===== config.mk =====
export PLATFORM = sky130hd
export DESIGN_NAME = four_level_interrupt_controller
export DESIGN_NICKNAME = d
export VERILOG_FILES = /design/src/rtl/intc_pkg.sv /design/src/rtl/intc_arbiter.sv /design/src/rtl/four_level_interrupt_controller.sv
export VERILOG_INCLUDE_DIRS = /design/src /design/src/rtl
export SDC_FILE = /design/constraint.sdc
export NUM_CORES = 1
export LEC_CHECK = 0
export BUFFER_PORTS_ARGS = -buffer_cell sky130_fd_sc_hd__buf_2
export CAP_MARGIN = 20
export CORE_MARGIN = 2
export CORE_UTILIZATION = 32
export DETAILED_ROUTE_END_ITERATION = 10
export GPL_ROUTABILITY_DRIVEN = 0
export GPL_TIMING_DRIVEN = 0
export MAX_ROUTING_LAYER = met4
export PLACE_DENSITY = 0.6
export SLEW_MARGIN = 10
export SYNTH_ARGS = -nofsm -noshare
export SYNTH_HDL_FRONTEND = slang
export SYNTH_SLANG_ARGS = --single-unit

===== constraint.sdc =====
create_clock -name clk -period 74.6 [get_ports clk]
set_input_delay 11.19 -clock clk [delete_from_list [all_inputs] [get_ports clk]]
set_output_delay 11.19 -clock clk [all_outputs]
set_load 0.05 [all_outputs]

===== src/rtl/intc_regs.svh =====
// Constants for the four-level interrupt controller
`ifndef INTC_REGS_SVH
`define INTC_REGS_SVH

`define INTC_NUM_SRC      24
`define INTC_SRC_W        5
`define INTC_VEC_BASE     16'h0003
`define INTC_VEC_STEP     16'h0008
`define INTC_SRC_EXT0     5'h00
`define INTC_SRC_TIMER0   5'h01
`define INTC_SRC_EXT1     5'h02
`define INTC_SRC_TIMER1   5'h03
`define INTC_SRC_EXT2     5'h06
`define INTC_SRC_SYSFLAG  5'h0A
`define INTC_SRC_EXT3     5'h0F
`define INTC_SRC_DMA      5'h12
`define INTC_SYSFLAG_W    11
`define INTC_SYSFLAG_TX   10
`define INTC_DMA_W        3

`endif


===== src/rtl/intc_pkg.sv =====
// Types shared by the interrupt controller modules
package intc_pkg;

  typedef logic [1:0] level_t;
  typedef logic [4:0] src_t;

  typedef struct packed {
    logic   valid;
    src_t   source;
    level_t level;
  } grant_s;

endpackage : intc_pkg


===== src/rtl/intc_arbiter.sv =====
// Level and polling-order arbiter for the interrupt controller
`timescale 1ns/1ps
`default_nettype none
`include "intc_regs.svh"

module intc_arbiter
  import intc_pkg::*;
(
  input  wire logic [23:0] pending,
  input  wire logic [23:0] prio_high,
  input  wire logic [23:0] prio_low,
  output var  grant_s      grant
);

  always_comb begin
    grant = '0;
    for (int i = `INTC_NUM_SRC - 1; i >= 0; i--) begin
      if (pending[i] && (!grant.valid || {prio_high[i], prio_low[i]} >= grant.level)) begin
        grant.valid  = 1'b1;
        grant.source = src_t'(i);
        grant.level  = {prio_high[i], prio_low[i]};
      end
    end
  end

endmodule : intc_arbiter
`default_nettype wire


===== src/rtl/four_level_interrupt_controller.sv =====
// Four-level, 24-source interrupt controller facing the CPU core
// Function
// - Twenty-four sources, four priority levels each
// - Request only with its own enable set
// - Nothing serviced without global enable
// - Software set/clear acts like hardware
// - Level from high bit and low bit
// - Same level: source 0 first, 23 last
// - Vector 0003H plus eight per source
// - System flag source ORs its members, transmit member only with sysflag_tx_share
// - DMA source ORs done and timers
// - External 3 own flag, enable, level
// - Each external input level or edge
// - Edge flags auto-clear; level flags follow
// - Timer 0/1 flags auto-clear on vectoring
// - Peripheral flags left for software clearing
`timescale 1ns/1ps
`default_nettype none
`include "intc_regs.svh"

module four_level_interrupt_controller
  import intc_pkg::*;
(
  input  wire logic                        clk,
  input  wire logic                        rstn,
  input  wire logic                        global_int_enable,
  input  wire logic [23:0]                 source_enable,
  input  wire logic [23:0]                 prio_high,
  input  wire logic [23:0]                 prio_low,
  input  wire logic [3:0]                  ext_pin_n,
  input  wire logic [3:0]                  ext_trigger_type,
  input  wire logic [1:0]                  timer_overflow,
  input  wire logic [5:0]                  sw_flag_set,
  input  wire logic [5:0]                  sw_flag_clr,
  input  wire logic [23:0]                 periph_request,
  input  wire logic [`INTC_SYSFLAG_W-1:0]  sysflag_members,
  input  wire logic                        sysflag_tx_share,
  input  wire logic [`INTC_DMA_W-1:0]      dma_members,
  input  wire logic                        cpu_ack,
  input  wire logic                        cpu_reti,
  output logic                             irq_req,
  output logic [15:0]                      irq_vector,
  output logic [4:0]                       irq_source,
  output logic [1:0]                       irq_level,
  output logic [3:0]                       in_service,
  output logic [5:0]                       flag_state
);

  // Flags held here: bits 0..3 external 0..3, bits 4..5 timer 0..1
  localparam src_t FLAG_SRC [6] = '{`INTC_SRC_EXT0, `INTC_SRC_EXT1, `INTC_SRC_EXT2,
                                    `INTC_SRC_EXT3, `INTC_SRC_TIMER0, `INTC_SRC_TIMER1};

  logic [5:0]  flag_reg;
  logic [5:0]  flag_next;
  logic [3:0]  pin_reg;
  logic [3:0]  pin_next;
  logic [3:0]  svc_reg;
  logic [3:0]  svc_next;
  logic        req_reg;
  logic        req_next;
  src_t        src_reg;
  src_t        src_next;
  level_t      lvl_reg;
  level_t      lvl_next;
  logic [23:0] raw;
  logic [23:0] pending;
  grant_s      grant;
  logic        ack_hit;
  logic        preempt_ok;

  function automatic logic [1:0] top_level(input logic [3:0] mask);
    top_level = 2'h0;
    for (int l = 0; l < 4; l++) begin
      if (mask[l]) begin
        top_level = 2'(l);
      end
    end
  endfunction : top_level

  ////////////////////////////////////////////////////////////////////////
  // Request flags
  always_comb begin
    flag_next = flag_reg;
    pin_next  = ext_pin_n;
    for (int f = 0; f < 6; f++) begin
      // edge and timer flags cleared on vectoring
      if (ack_hit && src_reg == FLAG_SRC[f] && (f >= 4 || ext_trigger_type[f])) begin
        flag_next[f] = 1'b0;
      end
      if (sw_flag_clr[f]) begin
        flag_next[f] = 1'b0;
      end
      if (f < 4) begin
        if (ext_trigger_type[f]) begin
          if (pin_reg[f] && !ext_pin_n[f]) begin
            flag_next[f] = 1'b1;
          end
        end else begin
          flag_next[f] = !ext_pin_n[f];
        end
      end else if (timer_overflow[f-4]) begin
        // Timers have no pin history; the overflow pulse or a software set sets them
        flag_next[f] = 1'b1;
      end
      // software set wins over any clear
      if (sw_flag_set[f]) begin
        flag_next[f] = 1'b1;
      end
    end
  end

  always_ff @(posedge clk) begin
    if (!rstn) begin
      flag_reg <= 6'h00;
      // Idle-high history, so leaving reset makes no false edge
      pin_reg  <= 4'hF;
    end else begin
      flag_reg <= flag_next;
      pin_reg  <= pin_next;
    end
  end

  ////////////////////////////////////////////////////////////////////////
  // Source gathering and arbitration
  always_comb begin
    // peripheral flags pass through, never cleared here
    raw = periph_request;
    // Held flags own their slots; the peripheral bits there are ignored
    for (int f = 0; f < 6; f++) begin
      raw[FLAG_SRC[f]] = flag_reg[f];
    end
    // system flag OR, transmit member optional
    raw[`INTC_SRC_SYSFLAG] = |sysflag_members[`INTC_SYSFLAG_TX-1:0]
                           | (sysflag_members[`INTC_SYSFLAG_TX] & sysflag_tx_share);
    raw[`INTC_SRC_DMA] = |dma_members;
    // external 3 uses its own enable bit
    pending = raw & source_enable & {24{global_int_enable}};
  end

  intc_arbiter u_arbiter (
    .pending   (pending),
    .prio_high (prio_high),
    .prio_low  (prio_low),
    .grant     (grant)
  );

  ////////////////////////////////////////////////////////////////////////
  // Shared hand-off decode
  // An ack counts only against a standing request; a stray pulse is ignored
  assign ack_hit    = cpu_ack && req_reg;
  // strictly above the highest level in service
  assign preempt_ok = (svc_reg == 4'h0) || (grant.level > top_level(svc_reg));

  ////////////////////////////////////////////////////////////////////////
  // CPU hand-off and in-service levels
  always_comb begin
    svc_next = svc_reg;
    req_next = 1'b0;
    src_next = src_reg;
    lvl_next = lvl_reg;
    if (cpu_reti && svc_reg != 4'h0) begin
      svc_next[top_level(svc_reg)] = 1'b0;
    end
    // A return blocks a new request for one cycle so the popped level settles
    if (ack_hit) begin
      svc_next[lvl_reg] = 1'b1;
    // preempt only from a strictly higher level
    end else if (grant.valid && !cpu_reti && preempt_ok) begin
      req_next = 1'b1;
      src_next = grant.source;
      lvl_next = grant.level;
    end
  end

  always_ff @(posedge clk) begin
    if (!rstn) begin
      svc_reg <= 4'h0;
      req_reg <= 1'b0;
      src_reg <= 5'h00;
      lvl_reg <= 2'h0;
    end else begin
      svc_reg <= svc_next;
      req_reg <= req_next;
      src_reg <= src_next;
      lvl_reg <= lvl_next;
    end
  end

  // Vector registered with the source so it stays glitch-free for the core
  logic [15:0] vec_reg;
  logic [15:0] vec_next;

  always_comb begin
    vec_next = `INTC_VEC_BASE + (16'(src_next) * `INTC_VEC_STEP);
  end

  always_ff @(posedge clk) begin
    if (!rstn) begin
      // Same as the vector of source 0, matching the reset source
      vec_reg <= `INTC_VEC_BASE;
    end else begin
      vec_reg <= vec_next;
    end
  end

  assign irq_req    = req_reg;
  assign irq_vector = vec_reg;
  assign irq_source = src_reg;
  assign irq_level  = lvl_reg;
  assign in_service = svc_reg;
  assign flag_state = flag_reg;

endmodule : four_level_interrupt_controller
`default_nettype wire


==> flow_summary.yaml, run 1 <==
drt:
  viasPerCell: 5.67
  vias: 4962
  drt_pre_antenna_iters: 5
  wl_per_cell_um: 15.0
  wl_mm: 13.2
  first_iter_violations: 354
  ant_nets: 0
  drc: 0
global_routing:
  grt_pass1_wl_mm: 21.1
  grt_max_degree: 13
  grt_overflow: 0
  grt_antenna_before_repair: 0
  track_usage_pct: 20.0
  grt_pass1_vias: 4517
critical_path:
  required_ns: 74.78
  reg2reg_from: "flag_state[3]"
  timing.critical_path.slowest_cell_delay_ns: 0.74
  reg2reg_setup_slack_ns: 49.05
  worstPathMaxFanout: 10
  cpMaxStageDelayCell: "o41ai_1"
  cp-startpoint: "global_int_enable"
  crit_path_end_kind: "flop"
  critPathKind: "in -> reg"
  cp.arrival_ns: 46.89
  path_common_cell: "ha_1"
  start_kind: "primary input"
cts:
  clkSinkCount: 22
  cts.clk_slew.worst_paths_ns: 0.06
  cts.repair.resized: 0
  clockRootBuffer: "clkbuf_16"
  hold_buffers: 0
  tritoncts: "done"
  clkLatencyLatePin_ns: 0.25
  ctsHtreeMaxLevel: 1
  cts_buffers: 3
  cts_setup_buffers: 0
  clockBufferDepth: 2
sta:
  finClkSkew_ns: 0.00320
  slew_viol_final: 0
  fin_crit_sh_pct: 62.6
  finalHoldViolations: 0
  fin_ws_ns: 27.89
  rsz0062_at_grt: "no"
  setup_tns_ns: 0
  worst_pin_slew_ns: 0.881
  finalSetupViolCount: 0
  max_freq_ghz: 0.0214
  fin_crit_ns: 46.71
  worst_hold_slack_ns: 0.518
  slew-limit-headroom_pct: 41.1
synth:
  ys_seq_elements: 22
  yosys_warnings: 0
  avgSynthCellArea_um2: 6.83
  async_flop_share_pct: 0
  ys_seq_area_share_pct: 11.4
  yosysUniqueCellTypes: 79
  yosysTopAreaCell: "dfxtp_1"
  synth-edff-count: 0
  synthTopCellsByArea: "dfxtp_1 (11%), ha_1 (9.8%), a21oi_1 (5.6%)"
  yosysTopAreaCellShare_pct: 11.4
  synth_ff_type: "dfxtp_1"
  synth_area_um2: 3850
  synthCells: 563
die:
  rows: 40
  die-width_um: 114
  ios: 172
  fp.dieArea_um2: 12900
  core_um2: 11900
  start_util_pct: 32.4
  die_h_um: 114
hold_path:
  hold_class: "reg -> reg"
  hp-start: "in_service[0]"
place:
  dp_slack_ns: 27.97
  dp_cells: 871
  dp_hpwl_mm: 11.1
  placed_area_um2: 4830
  io_buffers: 152
finish:
  layout.nets: 897
  diodes: 0
  largest_reg_flops: 6
  final_common_cell: "buf_2"
  finalInstanceArea_um2: 4910
  final_cell_mix: "buf_2 (152), nand2_1 (53), nor2_1 (49)"
  stdcell_count: 875
  drive_gt1_share_pct: 26.9
  final_util_pct: 41.4
  syn_to_final_growth_pct: 27.7
pwr:
  power_uw: 65.9
  peakVddDrop_uv: 16.9
  p_per_area_nw_per_um2: 13.4
  p_leak_nw: 2.43
run_status:
  outcome: "complete, no violations"
run:
  drv_cap: 0
[metal layers]
metal	up-vias	GRT usage, %	routed length [um]
li1	2417	-	-
met1	2283	25.7	5640
met2	245	35.0	6350
met3	17	2.28	990
met4	0	2.36	165
met5	-	-	0
[area by class of cell]
cell class	instances	area [um2]
Fill cell	1252	6950
Multi-Input combinational cell	480	3120
Timing Repair Buffer	152	761
Sequential cell	22	440
Tap cell	147	184
Inverter	47	176
Buffer	23	148
Clock buffer	4	88.8
[power breakdown]
group / leakage, nW / total (mW) / switching (mW) / internal [mW]
Sequential: 0.182 / 0.0141 / 0.00134 / 0.0127
Combinational: 2.21 / 0.0396 / 0.0237 / 0.0159
Clock: 0.0442 / 0.0122 / 0.00406 / 0.00817
Total: 2.43 / 0.0659 / 0.0291 / 0.0368
[cells by family (layout without fill, tap and decap cells)]
family                   Yosys count  in the layout  share of synthesized area [%]
flip-flops                        22             22                           11.4
multiplexers                       7              7                           1.95
AND/OR/NAND/NOR                  245            245                           33.4
AO/OA/AOI/OAI                    183            183                           33.8
other                              2             11                          0.195
buffers and inverters             70            226                           8.42
adder cells (fa/ha/maj)           34             34                           10.8
[final timing paths]
kind                                       to  cells after the start
worst max-delay path            irq_vector[7]                    168
worst min-delay path            in_service[0]                      2
worst max register to register  irq_vector[7]                    121
worst min register to register  in_service[0]                      2
[critical path: cells and delay by family]
kind                       cells  cell delay, ns
and+or+nand+nor               66            9.87
buffers and inverters          5            1.11
adders and majority gates     26            7.06
muxes                          4            1.39
AOI/OAI and AO/OA             67           16.19
[synthesized netlist by cell type (12+ instances only)]
| library cell | count |
|---|---|
| o211ai_1 | 12 |
| nand3_1 | 20 |
| nand2b_1 | 26 |
| and3_1 | 22 |
| nor3_1 | 20 |
| buf_4 | 16 |
| dfxtp_1 | 22 |
| inv_1 | 46 |
| a21oi_1 | 43 |
| nand2_1 | 53 |
| nor2_1 | 49 |
| o21ai_0 | 29 |
| ha_1 | 30 |
Power figures use the tool's default switching activity.
==> run 2, diff against run 1 <==
Settings changed: ABC_AREA from default to 1, PLACE_DENSITY 0.6 to 0.63.
Clock period 74.6 ns to 41.3 ns, I/O delays scaled along.
==> run 2 against run 1 <==
  * Largest cell class unchanged
  * Clock skew is 0.0035 ns higher
  * Highest routed layer unchanged
  * Non-clock buffer count down 4
  * Die area shrank 3.7%
  * Count of clock-buffer cells in the layout is 1 lower
==> flow_summary.yaml, run 2 <==
run_status:
  outcome: "complete, no violations"
critical_path:
  start_kind: "primary input"
  critPathKind: "in -> reg"
  cpMaxStageDelayCell: "nand3_1"
  timing.critical_path.slowest_cell_delay_ns: 0.36
  reg2reg_to: "irq_vector[6]"
  rr_worst_depth: 126
  required_ns: 41.48
  path_common_cell: "nand2_2"
  cp.arrival_ns: 29.12
  worstPathMaxFanout: 9
  crit_path_end_kind: "flop"
  reg2reg_from: "flag_state[3]"
  reg2reg_setup_slack_ns: 25.12
sta:
  fin_ws_ns: 12.36
  finalHoldViolations: 0
  finalSetupViolCount: 0
  worst_hold_slack_ns: 0.496
  fin_crit_ns: 28.94
  fin_crit_sh_pct: 70.1
  finClkSkew_ns: 0.00666
  rsz0062_at_grt: "no"
  setup_tns_ns: 0
  slew-limit-headroom_pct: 59.3
  worst_pin_slew_ns: 0.611
  slew_viol_final: 0
  max_freq_ghz: 0.0346
synth:
  synthSimpleGateAreaFrac_pct: 48.0
  async_flop_share_pct: 0
  synthTopCellsByArea: "inv_1 (13%), dfxtp_1 (12%), nand2_1 (11%)"
  yosysTopAreaCellShare_pct: 13.5
  ys_seq_elements: 22
  yosysUniqueCellTypes: 37
  yosysTopAreaCell: "inv_1"
  synth_ff_type: "dfxtp_1"
  synthMuxAreaShare_pct: 0
  avgSynthCellArea_um2: 5.85
  synth_top_family_by_area: "simple AND/OR/NAND/NOR gates"
  synth.most_common_cell: "inv_1"
  synth_compound_area_share_pct: 11.9
  yosys_warnings: 0
  synth-edff-count: 0
  synth_xor_area_share_pct: 0
  synth_area_um2: 3700
  ys_seq_area_share_pct: 11.9
  synth_common_cells: "inv_1 (133), nand2_1 (112), nand3_1 (63)"
  synthCells: 632
  synth_fa_ha_area_share_pct: 10.1
drt:
  wl_per_cell_um: 9.87
  drc: 0
  drt_pre_antenna_iters: 4
  viasPerCell: 4.42
  vias: 4151
  first_iter_violations: 98
  ant_nets: 0
  wl_mm: 9.28
finish:
  largest_reg_flops: 6
  final_common_cell: "buf_2"
  diodes: 0
  fill_cells: 1304
  final_util_pct: 42.0
  layout.nets: 966
  final_cell_mix: "buf_2 (153), inv_1 (133), nand2_1 (112)"
  syn_to_final_growth_pct: 29.2
  drive_gt1_share_pct: 33.5
cts:
  cts.repair.resized: 0
  cts.clk_slew.worst_paths_ns: 0.06
  clkSinkCount: 22
  tritoncts: "done"
  hold_buffers: 0
  clkLatencyLatePin_ns: 0.26
  cts_buffers: 3
  clockRootBuffer: "clkbuf_16"
  cts_setup_buffers: 0
  ctsHtreeMaxLevel: 1
  clockBufferDepth: 2
place:
  dp_slack_ns: 11.95
  dp_hpwl_mm: 8.33
  io_buffers: 152
die:
  rows: 39
  fp.dieArea_um2: 12400
  die_h_um: 112
  core_um2: 11400
  start_util_pct: 32.5
  die-width_um: 112
  ios: 172
run:
  drv_cap: 0
global_routing:
  grt_antenna_before_repair: 0
  grt_max_degree: 14
  grt_pass1_wl_mm: 16.3
  grt_pass1_vias: 3929
  grt_overflow: 0
  track_usage_pct: 15.4
pwr:
  p_per_area_nw_per_um2: 24.9
  peakVddDrop_uv: 17.1
  p_leak_nw: 2.99
hold_path:
  hold_class: "reg -> reg"
  min_to: "in_service[0]"
  min_path_cells: 2
  hp-start: "in_service[0]"
-- run 2: per-layer routing --
| layer | vias to the layer above | part of all wire (%) | global-route usage, % |
|---|---|---|---|
| li1 | 2320 | - | - |
| met1 | 1721 | 46 | 18.9 |
| met2 | 108 | 48 | 28.2 |
| met3 | 2 | 6.1 | 1.85 |
| met4 | 0 | 0.29 | 1.32 |
| met5 | - | 0 | - |
-- run 2: logic make-up (layout without fill, tap and decap cells) --
logic type      Yosys count  after routing
simple gates            336            336
flops                    22             22
buf+inv                 159            315
fa+ha+maj                30             30
compound gates           83             83
other cells               2             11
-- run 2: stage by stage --
stage / total power, mW / cells / cell area, um2
final: 0.119 / 940 / 4780
after floorplan: 0.0766 / 641 / 3730
after global placement: 0.0922 / 936 / 4670
after detailed placement: 0.0928 / 936 / 4670
after CTS: 0.121 / 940 / 4780
after global routing: 0.131 / 940 / 4780
-- run 2: how the worst max path moves through the flow --
stage	from	to	slack (ns)	cells after the start
final	global_int_enable	irq_vector[6]	12.36	181
after global routing	global_int_enable	irq_vector[6]	8.76	185
after CTS	global_int_enable	irq_vector[7]	12.13	185
after detailed placement	global_int_enable	irq_vector[7]	11.95	185
after global placement	global_int_enable	irq_vector[7]	12.15	183
after floorplan	periph_request[23]	irq_vector[6]	14.81	184
-- run 2: final cells by class --
class,instances,area [um2],share of cell area (%)
multi-input cells,460,2630,55.1
repair buffers,152,761,15.9
inverters,140,527,11.0
flip-flops and latches,22,440,9.22
well taps,143,179,3.74
plain buffers,19,133,2.78
clock buffers,3,75.1,1.57
clock inverters,1,30.0,0.628
-- run 2: critical path, delay by kind of cell --
family	cells	cell delay [ns]
simple gates	81	7.82
buf+inv	25	1.71
compound gates	51	6.62
fa+ha+maj	24	6.77
-- run 2: power breakdown --
group	switching [mW]	internal, mW
logic	0.0420	0.0251
registers	0.00176	0.0229
clock network	0.00803	0.0193
==> run 3, diff against run 2 <==
Settings changed: ABC_AREA 1 to 0, PLACE_DENSITY 0.63 to 0.6.
Clock period 41.3 ns to 29.8 ns, I/O delays scaled along.
==> run 3 against run 2 <==
  * The flow now finishes with violations (setup timing)
  * Via count up 32%
  * Hold slack better by 0.041 ns
  * Global-route usage up 8.5 points
  * First-iteration DRC count rose to 3.0 times the previous value
  * Utilization up 16 points
  * Worst setup slack worse by 16 ns
  * Final cell count up 5.7%
  * Design area up 45%
  * Count of clock-buffer cells in the layout unchanged
  * Largest cell class unchanged
==> flow_summary.yaml, run 3 (synthesis results as in run 1) <==
cts:
  clockRootBuffer: "clkbuf_16"
  clkSinkCount: 22
  cts.clk_slew.worst_paths_ns: 0.06
  clkLatencyLatePin_ns: 0.25
  ctsHtreeMaxLevel: 1
  clockBufferDepth: 2
  tritoncts: "done"
  cts_buffers: 3
sta:
  slew-limit-headroom_pct: 34.3
  worst_hold_slack_ns: 0.537
  max_freq_ghz: 0.0298
  fin_crit_sh_pct: 113
  rsz0062_at_grt: "yes"
  fin_ws_ns: -3.77
  fin_crit_ns: 33.57
  setup_tns_ns: -29.14
  worst_pin_slew_ns: 0.981
  finalSetupViolCount: 8
  finalHoldViolations: 0
  finClkSkew_ns: 0.00204
  slew_viol_final: 0
critical_path:
  cp.arrival_ns: 33.75
  reg2reg_from: "flag_state[3]"
  start_kind: "primary input"
  critPathKind: "in -> reg"
  cpMaxStageDelayCell: "or4b_4"
  timing.critical_path.slowest_cell_delay_ns: 0.55
  cp-startpoint: "source_enable[23]"
  required_ns: 29.99
  crit_path_end_kind: "flop"
  path_common_cell: "nand2b_4"
  worstPathMaxFanout: 6
hold_path:
  hold_class: "reg -> reg"
  hp-start: "irq_vector[7]"
pwr:
  p_per_area_nw_per_um2: 33.3
  p_leak_nw: 3.31
  peakVddDrop_uv: 17.2
global_routing:
  grt_antenna_before_repair: 1
  grt_max_degree: 12
  grt_pass1_vias: 5315
  grt_overflow: 0
  track_usage_pct: 23.9
  grt_pass1_wl_mm: 25.0
drt:
  viasPerCell: 5.53
  vias: 5498
  ant_nets: 0
  drc: 0
  first_iter_violations: 295
  wl_mm: 15.9
  wl_per_cell_um: 16.0
  drt_pre_antenna_iters: 5
die:
  rows: 40
  die_h_um: 114
  start_util_pct: 32.4
  ios: 172
  die-width_um: 114
  fp.dieArea_um2: 12900
  core_um2: 11900
place:
  dp_hpwl_mm: 11.5
  io_buffers: 152
  placed_area_um2: 5370
  dp_cells: 871
finish:
  layout.nets: 1016
  finalInstanceArea_um2: 6940
  final_common_cell: "buf_2"
  final_cell_mix: "buf_2 (149), buf_4 (132), inv_1 (44)"
  final_util_pct: 58.5
  stdcell_count: 994
  largest_reg_flops: 6
  drive_gt1_share_pct: 53.2
  syn_to_final_growth_pct: 80.4
run:
  drv_cap: 0
run_status:
  violations: "setup timing"
  outcome: "finished with violations"
## run 3: cell types whose count changed in the layout (fill, tap and decap cells not counted), sizes merged, moves of 7 or more
cell / change
nor2b: +9
nor3: +18
inv: -91
nand3: -67
a21oi: +8
a211oi: +9
nand2: -118
nand2b: +27
and3: +22
a22oi: +7
o211ai: +11
a21o: +7
buf: +118
## run 3: critical path, delay by kind of cell
kind | cells | cell delay [ns]
buffers and inverters | 5 | 0.51
adders and majority gates | 26 | 6.98
AOI/OAI and AO/OA | 67 | 11.91
muxes | 4 | 1.23
and+or+nand+nor | 63 | 8.60
## run 3: per-layer routing
metal | track usage, % | vias to the layer above | routed length, um
met5 | - | - | 0
met4 | 4.55 | 0 | 276
met3 | 1.81 | 24 | 740
met2 | 43.5 | 187 | 8160
met1 | 29.3 | 2618 | 6750
li1 | - | 2669 | -
## run 3: through the flow
stage	worst slack, ns	total power [mW]
3_3_place_gp	-5.79	0.155
6_report	-3.77	0.231
4_1_cts	-3.59	0.213
2_1_floorplan	-3.06	0.127
5_1_grt	-5.14	0.246
3_5_place_dp	-6.25	0.158
## run 3: worst paths after layout
path                            cells after the start             to  slack, ns
worst max-delay path                              165  irq_vector[7]      -3.77
worst min-delay path                                2  irq_vector[7]       0.54
worst min register to register                      2  irq_vector[7]       0.54
worst max register to register                    117  irq_vector[7]       8.36
## run 3: what timing repair did
action	CTS	global route
resized for setup	70	51
buffers inserted	93	29
cloned	0	0
hold buffers	0	0
pin swaps	95	37
endpoints found under the setup margin	8	8
## run 3: area by class of cell
class / instances / area, um2
Antenna cell: 1 / 2.50
Buffer: 22 / 165
Clock buffer: 3 / 75.1
Fill cell: 1044 / 4920
Inverter: 47 / 176
Multi-Input combinational cell: 480 / 4190
Sequential cell: 22 / 440
Tap cell: 147 / 184
Timing Repair Buffer: 272 / 1710
## run 3: report_power, final
part	switching (mW)	total (mW)	internal, mW
Sequential	0.00382	0.0356	0.0318
Clock	0.00992	0.0276	0.0177
Combinational	0.0859	0.168	0.0817
